===== config.mk =====
export PLATFORM = sky130hd
export DESIGN_NAME = rtcca_ctrl
export DESIGN_NICKNAME = d
export VERILOG_FILES = /design/src/core/rtcca_handshake.v /design/src/core/rtcca_ctrl.v
export VERILOG_INCLUDE_DIRS = /design/src /design/src/core
export SDC_FILE = /design/constraint.sdc
export NUM_CORES = 1
export LEC_CHECK = 0
export BUFFER_PORTS_ARGS = -buffer_cell sky130_fd_sc_hd__clkbuf_2
export CORE_MARGIN = 3
export CORE_UTILIZATION = 53
export DETAILED_ROUTE_END_ITERATION = 10
export PLACE_DENSITY = 0.77
export SLEW_MARGIN = 20
export SYNTH_ARGS = -nofsm -noshare
export SYNTH_HDL_FRONTEND = slang
export SYNTH_SLANG_ARGS = --single-unit

===== constraint.sdc =====
create_clock -name core_clk -period 3.94 [get_ports core_clk]
set_clock_uncertainty 0.15 [all_clocks]
set_input_delay 0.197 -clock core_clk [delete_from_list [all_inputs] [get_ports core_clk]]
set_output_delay 0.197 -clock core_clk [all_outputs]
set_load 0.02 [all_outputs]

===== src/core/rtcca_defs.vh =====
// Purpose: register map, field positions, reset values and codes of the counter control block
// Assumes: 32-bit APB data, one aligned word per register
// Notes: definitions only
`ifndef RTCCA_DEFS_VH
`define RTCCA_DEFS_VH

// register byte offsets
`define RTCCA_OFF_CTRL 8'h00
`define RTCCA_OFF_SYNC 8'h04
`define RTCCA_OFF_FLAG 8'h08
`define RTCCA_OFF_FCLR 8'h0C
`define RTCCA_OFF_FEN 8'h10
`define RTCCA_OFF_COUNT 8'h14
`define RTCCA_OFF_ALARM 8'h18
`define RTCCA_OFF_DBG 8'h1C

// control word field positions
`define RTCCA_B_SOFT_RESET_REQUEST 0
`define RTCCA_B_ENABLE 1
`define RTCCA_B_MODE_LO 2
`define RTCCA_B_MODE_HI 3
`define RTCCA_B_FMT 6
`define RTCCA_B_COM 7

// sync status and flag positions
`define RTCCA_B_SYNC_SOFT_RESET_REQUEST 0
`define RTCCA_B_SYNC_EN 1
`define RTCCA_B_FLAG_ALARM 0
`define RTCCA_B_FLAG_OVF 1

// operating mode codes
`define RTCCA_MODE_WIDE 2'h0
`define RTCCA_MODE_NARROW 2'h1
`define RTCCA_MODE_CLOCK 2'h2

// reset values
`define RTCCA_RST_WORD 32'h0000_0000
`define RTCCA_RST_MODE 2'h0

// time of day limits in clock mode: sec [5:0], min [11:6], hour [16:12]
`define RTCCA_SEC_MAX 6'h3B
`define RTCCA_MIN_MAX 6'h3B
`define RTCCA_HOUR_MAX 5'h17
`define RTCCA_HOUR_NOON 5'h0C

`endif


===== src/core/rtcca_handshake.v =====
// Purpose: request/acknowledge toggle handshake toward the counter side and back
// Assumes: one start pulse at a time; start is ignored while busy
// Notes: done pulses one cycle when the far side has acknowledged
`timescale 1ns/1ns

module rtcca_handshake (
  // clock and reset
  input wire clk,
  input wire rst_n,
  // request
  input wire start,
  // status
  output wire busy,
  output wire done
);

  reg req_q;
  reg far_a_q;
  reg far_b_q;
  reg ack_a_q;
  reg ack_b_q;
  reg seen_q;

  // request toggle, carried over and returned through two-flop stages
  always @(posedge clk or negedge rst_n) begin
    if (!rst_n) begin
      req_q <= 1'b0;
      far_a_q <= 1'b0;
      far_b_q <= 1'b0;
      ack_a_q <= 1'b0;
      ack_b_q <= 1'b0;
      seen_q <= 1'b0;
    end else begin
      if (start && !busy) begin
        req_q <= ~req_q;
      end
      far_a_q <= req_q;
      far_b_q <= far_a_q;
      ack_a_q <= far_b_q;
      ack_b_q <= ack_a_q;
      seen_q <= ack_b_q;
    end
  end

  // busy until the returned toggle has been consumed
  assign busy = req_q ^ seen_q;
  assign done = ack_b_q ^ seen_q;

endmodule


===== src/core/rtcca_ctrl.v =====
// Purpose: control word, mode logic, counter and APB slave of a real-time counter
// Assumes: count_tick is a one-cycle pulse per counter clock edge, synchronous to core_clk
// Notes: enable and soft reset pass a request/ack handshake before they act
`timescale 1ns/1ns
`include "rtcca_defs.vh"

// Summary of operation
// - clear counter on alarm match when set
// - hour format 24h or 12h, clock mode
// - hour format written only while disabled
// - mode field selects wide, narrow, clock counting
// - mode writes act directly, no busy flag
// - enable reads back at once, busy set
// - enable busy clears when operation completes
// - soft reset restores all but debug control
// - soft reset write discards other fields
// - soft reset bit stays until reset done
// - clear on match: wide, clock modes, disabled
// - clearing match sets alarm and overflow together
// - only power-on or soft reset resets
module rtcca_ctrl (
  // clock and reset
  input wire core_clk,
  input wire arst_n,
  // apb slave
  input wire psel,
  input wire penable,
  input wire pwrite,
  input wire [7:0] paddr,
  input wire [31:0] pwdata,
  output wire pready,
  output reg [31:0] prdata,
  output reg pslverr,
  // counter side
  input wire count_tick,
  input wire dbg_halt,
  // status and interrupt
  output wire counter_running,
  output wire irq
);

  reg rst_a_q;
  reg rst_b_q;
  wire rst_n;
  reg clear_on_match_q;
  reg hour_format_select_q;
  reg [1:0] mode_q;
  reg enable_q;
  reg en_active_q;
  reg dbg_run_q;
  reg [31:0] alarm_q;
  reg [31:0] count_q;
  reg [31:0] count_d;
  reg flag_alarm_q;
  reg flag_ovf_q;
  reg [1:0] flag_en_q;
  reg [31:0] rdata_d;
  reg err_d;
  wire wr_acc;
  wire setup;
  wire ctrl_wr;
  wire soft_reset;
  wire en_busy;
  wire en_done;
  wire sr_busy;
  wire sr_done;
  wire ticking;
  wire match;
  wire com_ok;
  reg wrap;
  wire clr_match;
  wire [31:0] flag_word;

  // reset release through two flip-flops
  always @(posedge core_clk or negedge arst_n) begin
    if (!arst_n) begin
      rst_a_q <= 1'b0;
      rst_b_q <= 1'b0;
    end else begin
      rst_a_q <= 1'b1;
      rst_b_q <= rst_a_q;
    end
  end
  assign rst_n = rst_b_q;

  // next clock-mode time of day, 24h encoding
  function [31:0] tod_next;
    input [31:0] t;
    begin
      tod_next = 32'h0000_0000;
      if (t[5:0] != `RTCCA_SEC_MAX) begin
        tod_next = {t[31:6], t[5:0] + 6'h01};
      end else if (t[11:6] != `RTCCA_MIN_MAX) begin
        tod_next = {t[31:12], t[11:6] + 6'h01, 6'h00};
      end else if (t[16:12] != `RTCCA_HOUR_MAX) begin
        tod_next = {t[31:17], t[16:12] + 5'h01, 12'h000};
      end
    end
  endfunction

  // clock value as read: hours in 12h am/pm form when selected
  function [31:0] tod_view;
    input [31:0] t;
    input fmt;
    reg [4:0] h;
    begin
      h = t[16:12];
      tod_view = t;
      if (fmt) begin
        if (h == 5'h00) begin
          tod_view[16:12] = `RTCCA_HOUR_NOON;
        end else if (h > `RTCCA_HOUR_NOON) begin
          tod_view[16:12] = {1'b1, h[3:0] - 4'hC}; // pm, 13..23 -> 1..11
        end else if (h == `RTCCA_HOUR_NOON) begin
          tod_view[16:12] = {1'b1, 4'hC};
        end
      end
    end
  endfunction

  // bus phases
  assign setup = psel && !penable;
  assign wr_acc = psel && penable && pwrite;
  assign pready = psel && penable;
  assign ctrl_wr = wr_acc && (paddr == `RTCCA_OFF_CTRL) && !sr_busy && !en_busy;
  assign soft_reset = ctrl_wr && pwdata[`RTCCA_B_SOFT_RESET_REQUEST];

  // handshakes toward the counter side
  rtcca_handshake u_en_hs (
    .clk(core_clk),
    .rst_n(rst_n),
    .start(ctrl_wr && !pwdata[`RTCCA_B_SOFT_RESET_REQUEST] && (pwdata[`RTCCA_B_ENABLE] != enable_q)),
    .busy(en_busy),
    .done(en_done)
  );

  rtcca_handshake u_sr_hs (
    .clk(core_clk),
    .rst_n(rst_n),
    .start(soft_reset),
    .busy(sr_busy),
    .done(sr_done)
  );

  // control word; soft reset completion restores every field but debug control
  always @(posedge core_clk or negedge rst_n) begin
    if (!rst_n) begin
      clear_on_match_q <= 1'b0;
      hour_format_select_q <= 1'b0;
      mode_q <= `RTCCA_RST_MODE;
      enable_q <= 1'b0;
      en_active_q <= 1'b0;
      dbg_run_q <= 1'b0;
      alarm_q <= `RTCCA_RST_WORD;
      flag_en_q <= 2'h0;
    end else if (sr_done) begin
      clear_on_match_q <= 1'b0;
      hour_format_select_q <= 1'b0;
      mode_q <= `RTCCA_RST_MODE;
      enable_q <= 1'b0;
      en_active_q <= 1'b0;
      alarm_q <= `RTCCA_RST_WORD;
      flag_en_q <= 2'h0;
    end else begin
      if (ctrl_wr && !soft_reset) begin
        mode_q <= pwdata[`RTCCA_B_MODE_HI:`RTCCA_B_MODE_LO];
        enable_q <= pwdata[`RTCCA_B_ENABLE];
        if (!enable_q && !en_active_q) begin
          clear_on_match_q <= pwdata[`RTCCA_B_COM];
          hour_format_select_q <= pwdata[`RTCCA_B_FMT];
        end
      end
      if (en_done && !sr_busy) begin
        en_active_q <= enable_q;
      end
      if (wr_acc && paddr == `RTCCA_OFF_ALARM) begin
        alarm_q <= pwdata;
      end
      if (wr_acc && paddr == `RTCCA_OFF_FEN) begin
        flag_en_q <= pwdata[1:0];
      end
      if (wr_acc && paddr == `RTCCA_OFF_DBG) begin
        dbg_run_q <= pwdata[0];
      end
    end
  end

  // counting conditions, match and wrap per mode
  assign ticking = count_tick && en_active_q && (!dbg_halt || dbg_run_q);
  assign match = (mode_q == `RTCCA_MODE_NARROW) ? (count_q[15:0] == alarm_q[15:0])
                                                : (count_q == alarm_q);
  assign com_ok = clear_on_match_q && (mode_q != `RTCCA_MODE_NARROW);
  assign clr_match = ticking && match && com_ok;

  // next counter value
  always @* begin
    count_d = count_q;
    wrap = 1'b0;
    case (mode_q)
      `RTCCA_MODE_WIDE: begin
        wrap = (count_q == 32'hFFFF_FFFF);
        count_d = count_q + 32'h0000_0001;
      end
      `RTCCA_MODE_NARROW: begin
        wrap = (count_q[15:0] == 16'hFFFF);
        count_d = {16'h0000, count_q[15:0] + 16'h0001};
      end
      `RTCCA_MODE_CLOCK: begin
        wrap = (count_q[16:0] == {`RTCCA_HOUR_MAX, `RTCCA_MIN_MAX, `RTCCA_SEC_MAX});
        count_d = tod_next(count_q);
      end
      default: begin
        wrap = 1'b0; // reserved mode holds the count
      end
    endcase
    if (clr_match) begin
      count_d = 32'h0000_0000;
    end
  end

  // counter register
  always @(posedge core_clk or negedge rst_n) begin
    if (!rst_n) begin
      count_q <= `RTCCA_RST_WORD;
    end else if (sr_done) begin
      count_q <= `RTCCA_RST_WORD;
    end else if (ticking && mode_q != 2'h3) begin
      count_q <= count_d;
    end
  end

  // sticky flags: the set wins over a clear in the same cycle
  always @(posedge core_clk or negedge rst_n) begin
    if (!rst_n) begin
      flag_alarm_q <= 1'b0;
      flag_ovf_q <= 1'b0;
    end else if (sr_done) begin
      flag_alarm_q <= 1'b0;
      flag_ovf_q <= 1'b0;
    end else begin
      if (ticking && match) begin
        flag_alarm_q <= 1'b1;
      end else if (wr_acc && paddr == `RTCCA_OFF_FCLR && pwdata[`RTCCA_B_FLAG_ALARM]) begin
        flag_alarm_q <= 1'b0;
      end
      if ((ticking && wrap && mode_q != 2'h3) || clr_match) begin
        flag_ovf_q <= 1'b1;
      end else if (wr_acc && paddr == `RTCCA_OFF_FCLR && pwdata[`RTCCA_B_FLAG_OVF]) begin
        flag_ovf_q <= 1'b0;
      end
    end
  end

  assign flag_word = {30'h0000_0000, flag_ovf_q, flag_alarm_q};
  assign irq = |(flag_word[1:0] & flag_en_q);
  assign counter_running = en_active_q;

  // read mux and address check
  always @* begin
    rdata_d = 32'h0000_0000;
    err_d = 1'b0;
    case (paddr)
      `RTCCA_OFF_CTRL: begin
        rdata_d = {24'h00_0000, clear_on_match_q, hour_format_select_q, 2'h0,
                   mode_q, enable_q, sr_busy};
      end
      `RTCCA_OFF_SYNC: begin
        rdata_d = {30'h0000_0000, en_busy, sr_busy};
      end
      `RTCCA_OFF_FLAG: begin
        rdata_d = flag_word;
      end
      `RTCCA_OFF_FCLR: begin
        rdata_d = 32'h0000_0000;
      end
      `RTCCA_OFF_FEN: begin
        rdata_d = {30'h0000_0000, flag_en_q};
      end
      `RTCCA_OFF_COUNT: begin
        rdata_d = (mode_q == `RTCCA_MODE_CLOCK) ?
                  tod_view(count_q, hour_format_select_q) : count_q;
      end
      `RTCCA_OFF_ALARM: begin
        rdata_d = alarm_q;
      end
      `RTCCA_OFF_DBG: begin
        rdata_d = {31'h0000_0000, dbg_run_q};
      end
      default: begin
        err_d = 1'b1;
      end
    endcase
  end

  // read data and error captured in the setup cycle
  always @(posedge core_clk or negedge rst_n) begin
    if (!rst_n) begin
      prdata <= 32'h0000_0000;
      pslverr <= 1'b0;
    end else if (setup) begin
      prdata <= pwrite ? 32'h0000_0000 : rdata_d;
      pslverr <= err_d;
    end
  end

endmodule


# Word-level counts from Yosys, hierarchy flattened
# Index checks and enable logic that the tools add are counted.
# Widths: inputs -> output; s select.
dict set report word_totals {
  ff_bits 122
  in_bits 47
  output_inout_bits 36
  elab_cells 166
}
dict set report classes {
  add_sub_neg 6
  magnitude_cmp 1
  n_eq_ne 24
  n_mux 39
  n_bitwise 8
  reduce_logical 58
}
# op n
set op_table {}
lappend op_table {{$mux 32} 9}
lappend op_table {{$pmux 32 s7} 1}
lappend op_table {{$pmux 32 s3} 1}
lappend op_table {{$add 32x1->32 const B} 1}
lappend op_table {{$eq 32x32->1} 1}
lappend op_table {{$eq 32x32->1 const B} 1}
lappend op_table {{$eq 8x5->1 const B} 4}
lappend op_table {{$logic_and 1x1->1} 28}
lappend op_table {{$mux 5} 4}
lappend op_table {{$mux 1} 18}
lappend op_table {{$eq 17x17->1 const B} 1}
lappend op_table {{$mux 17} 1}
lappend op_table {{$add 16x1->16 const B} 1}
lappend op_table {{$eq 16x16->1} 1}
lappend op_table {{$eq 16x16->1 const B} 1}
lappend op_table {{$eq 8x4->1 const B} 2}
lappend op_table {{$add 6x1->6 const B} 2}
lappend op_table {{$ne 4x4->1 const B} 3}
lappend op_table {{$ne 6x6->1 const B} 2}
lappend op_table {{$reduce_bool 2->1} 6}
lappend op_table {{$eq 8x3->1 const B} 1}
lappend op_table {{$logic_not 1->1} 8}
lappend op_table {{$logic_not 8->1} 1}
lappend op_table {{$mux 2} 4}
lappend op_table {{other kinds (25)} 34}

# Longest topological paths before layout
dict set report depth {
  word_depth 10
  ltp_mapped 10
  depth_no_buf 9
}

# Cells and area by module
# From an unflattened synthesis, not the netlist that was laid out.
dict set report hier_totals {
  hier_cells 735
  area_unflattened_um2 6607.6
}
# module instances cells_each area_each_um2 seq_area_each_um2
set modules_own_cells {}
lappend modules_own_cells {rtcca_ctrl 1 715 6244.7 2752.6}
lappend modules_own_cells {rtcca_handshake 2 10 181.4 150.1}

# Least setup slack after synthesis
# OpenSTA, ideal clock, no wires.
dict set report synth_timing {
  path_kind {reg2reg}
  startpoint {register count_q[14]}
  endpoint {register count_q[19]}
  setup_time_ns 0.133
  arrival_ns 2.196
  required_time_ns 3.657
  path_slack_ns 1.462
  stages_incl_launch_ff 10
  n_path_buf 2
  synth_period_minus_slack_ns 2.478
  cell_sequence {dfrtp_1 -> buf_6 -> xnor2_2 -> nand4_1 -> or4b_4 -> nor4_4 -> a211oi_2 -> buf_2 -> o31ai_1 -> o41ai_1}
}
dict set report synth_between {
  elab_chain_cells 7
  word_cells_on_any_way 16
  cone_classes {add/sub: 1; eq/ne: 6; mux: 5; reduce/logical: 4}
}
# item line_no
set synth_lines {}
lappend synth_lines {{from (decl)} rtcca_ctrl.v:52} ;# reg [31:0] count_q;
lappend synth_lines {{from (signal assigned)} rtcca_ctrl.v:224} ;# count_q <= `RTCCA_RST_WORD;
lappend synth_lines {{from (signal assigned)} rtcca_ctrl.v:226} ;# count_q <= `RTCCA_RST_WORD;
lappend synth_lines {{from (signal assigned)} rtcca_ctrl.v:228} ;# count_q <= count_d;
lappend synth_lines {{parallel branches: the longest is 7 deep, another holds $add 32x1->32} --}
# Parallel ways; which one is timed is not known. The select of a mux whose other input is x is not followed.
# A chain may end at the register's enable or synchronous reset.

# Worst setup path in the final report
dict set report layout_timing {
  startpoint {register count_q[30]}
  endpoint {register count_q[26]}
}
dict set report layout_between {
  elab_chain_cells 7
  word_cells_on_any_way 12
  cone_classes {eq/ne: 4; mux: 4; reduce/logical: 4}
}
# item line_no
set layout_lines {}
lappend layout_lines {{$eq 32x32->1 (*)} rtcca_ctrl.v:191} ;# : (count_q == alarm_q);
lappend layout_lines {{$mux 1 (*)} rtcca_ctrl.v:190} ;# assign match = (mode_q == `RTCCA_MODE_NARROW) ? (count_q[15:0] == alarm_q[15:0])
lappend layout_lines {{$logic_and 1x1->1 (*) (2 in a row)} rtcca_ctrl.v:193} ;# assign clr_match = ticking && match && com_ok;
lappend layout_lines {{parallel branches: the longest is 3 deep, another holds $reduce_and 5->1} --}
# Every way passes the cells marked *. The select of a mux whose other input is x is not followed.

==> qor.yml <==
sta:
  worst_pin_slew_ps: 910
  fmax_mhz: 314
  slew_viol_final: 0
  slew_headroom_pct: 39.2
  fin_crit_ps: 3190
  finalHoldViolations: 0
  grt_setup_unrepaired: "no"
  setup_viol: 0
  min_period_over_period_pct: 80.9
  fin_tns_setup_ps: 0
floorplan:
  ios: 83
  die_h_um: 119
  die_w_um: 119
  coreArea_um2: 12200
  initial_utilization_pct: 54.9
  num_rows: 40
  die_area_um2: 14000
worst_setup_path:
  critPathMaxFanout: 13
  crit_arrival_ps: 3320
  cp.required_ps: 4080
  path_class: "register to register"
  end_kind: "register"
  start_kind: "register"
cts:
  cts_setup_buffers: 0
  h-tree-depth: 4
  cts.clk_slew.worst_paths_ps: 60
  clock-root-buffer: "clkbuf_16"
  clockBufferDepth: 2
  cts_buffers: 17
  cts_tree: "done"
  clk_latency_ps: 420
  cts.sink_count: 122
placement:
  place.gp.congestion: 0.909
  port-buffer-count: 82
  dp_cells: 928
  dp_hpwl_mm: 13.1
yosys:
  synth_seq_area_share_pct: 45.5
  synth_common_cells: "122 x dfrtp_1, 78 x nand2_1, 48 x o21ai_0"
  synth_edf_count: 0
  ys_ff_latch: 122
  async_flop_share_pct: 100
  synth_cell_types: 64
  synthCells: 709
  synthFlopType: "dfrtp_1"
  yosysTopAreaCellShare_pct: 45.5
  netlist_area_um2: 6710
  synth_top_area_cell: "dfrtp_1"
  synth_area_leaders: "dfrtp_1 46%, a22o_1 5.0%, nand2_1 4.4%, xor2_1 4.0%, o21ai_0 3.6%"
  ys_warn_count: 0
  syn_avg_cell_area_um2: 9.46
  synth_nets: 767
  yosysMostFrequentCell: "dfrtp_1"
routing:
  vias: 6261
  via_per_inst: 6.29
  wire_per_inst_um: 19.3
  wirelength_mm: 19.2
  drc: 0
  drt-initial-drc-count: 911
  ant_nets: 0
  drt_pre_antenna_iters: 8
layout:
  fin_util_pct: 67.6
  area_growth_syn_to_layout_pct: 23.0
  diodes: 0
  layout-drive-gt1-share_pct: 18.0
  layout.cells.non_filler: 995
  num-nets-final: 872
power:
  leakage_nw: 3.77
  ir_drop_uv: 363
  power.total_mw: 3.19
  clkPwrFrac_pct: 55.2
  intPower_mw: 2.53
  p_comb_share_pct: 4.5
  sequentialPowerShare_pct: 40.3
  p_sw_share_pct: 20.8
  powerDensity_nw_per_um2: 387
  p_switching_uw: 663
global_route:
  grt.total_usage_pct: 27.6
  grt_antenna_before_repair: 0
  grt_max_degree: 62
  grt-ovfl-total: 0
  grt_pass1_wl_mm: 31.0
  grt_pass1_vias: 6048
status:
  outcome: "finished clean"
worst_hold_path:
  hold_path.class: "input pin to register"
job:
  maxCapViolations: 0
## state kept, by name (all words and copies together) (netlist names), 2 cells and up
register	flops
alarm_q	32
count_q	32
prdata	32
flag_en_q	2
mode_q	2
## power by group through the flow
| stage | clock (mW) | combinational (mW) | sequential, mW |
|---|---|---|---|
| floorplan | 0 | 0.0549 | 1.31 |
| global placement | 0 | 0.109 | 1.31 |
| detailed placement | 0 | 0.113 | 1.31 |
| CTS | 1.78 | 0.141 | 1.29 |
| global route | 1.84 | 0.155 | 1.29 |
| finish | 1.76 | 0.142 | 1.29 |
## repair_timing
item                                   4_1_cts  5_1_grt
endpoints found under the hold margin       44        0
resized for setup                            0        0
hold buffers                                35        0
## per-layer routing
layer	global-route usage, %	wire (um)	vias to the layer above
met3	7.32	1990	53
met2	41.8	8720	407
met4	8.69	435	0
li1	-	-	2819
met5	0	0	-
met1	39.0	8040	2982
## worst paths after layout
| kind | startpoint | slack [ps] | to | cells after the start |
|---|---|---|---|---|
| worst max register to register | count_q[30] | 750 | count_q[26] | 8 |
| worst max-delay path | count_q[30] | 750 | count_q[26] | 8 |
| min in group asynchronous | rst_b_q | 270 | count_q[15] | 0 |
| worst min-delay path | paddr[0] | 60 | pslverr | 4 |
| worst min register to register | u_en_hs.far_a_q | 200 | u_en_hs.far_b_q | 0 |
| max in group asynchronous | rst_b_q | 2430 | alarm_q[9] | 1 |
## area by class of cell
type	count	area (um2)
Fill cell	926	3960
Multi-Input combinational cell	527	3400
Sequential cell	122	3060
Timing Repair Buffer	131	866
Clock buffer	20	447
Clock inverter	12	219
Tap cell	168	210
Inverter	15	56.3
## cells in the final DEF (no fill, tap or decap), types with 4 or more instances in the layout
cell type and count:
dfrtp_1 121, clkbuf_2 82, nand2_1 78, o21ai_0 48
nor2_1 46, a22o_1 38, dlygate4sd3_1 35, xor2_1 31
nor3_1 30, a21oi_1 27, a22oi_1 26, o31ai_1 25
nand3_1 23, o21ai_1 17, clkbuf_16 17, inv_1 15
buf_4 14, nand4_1 12, ha_1 11, mux2i_1 9
xnor2_1 9, nor4_1 9, or3_1 7, nand2b_1 6
and3_1 6, bufinv_16 6, a211oi_1 5, nor3b_1 4
nor2b_1 4, a31oi_1 4
## critical path, stage by stage (launching register included)
cell	delay [ps]
dfrtp_1	480
xor2_1	180
nor4_1	400
nand4_2	290
nor4_4	790
buf_4	290
nor3_1	70
o31ai_1	270
o31ai_1	120
## logic make-up (layout without fill, tap and decap cells)
family / Yosys count / after routing / share of synthesized area (%)
buf+inv: 60 / 178 / 4.10
compound gates: 210 / 210 / 21.1
xor+xnor: 41 / 41 / 5.47
other cells: 1 / 1 / 0.0559
fa+ha+maj: 11 / 11 / 2.05
mux: 11 / 11 / 1.68
flops: 122 / 122 / 45.5
simple gates: 253 / 253 / 20.1
## metrics by stage
stage                     worst slack (ps)  instance area, um2  hold slack (ps)
final                                  754                8250             64.7
after global routing                   594                8250              105
after CTS                              837                8250             58.8
after detailed placement               842                7240             -167
after global placement                1040                7240             -168
after floorplan                        139                6710             -249
(Power assumes the default switching activity.)
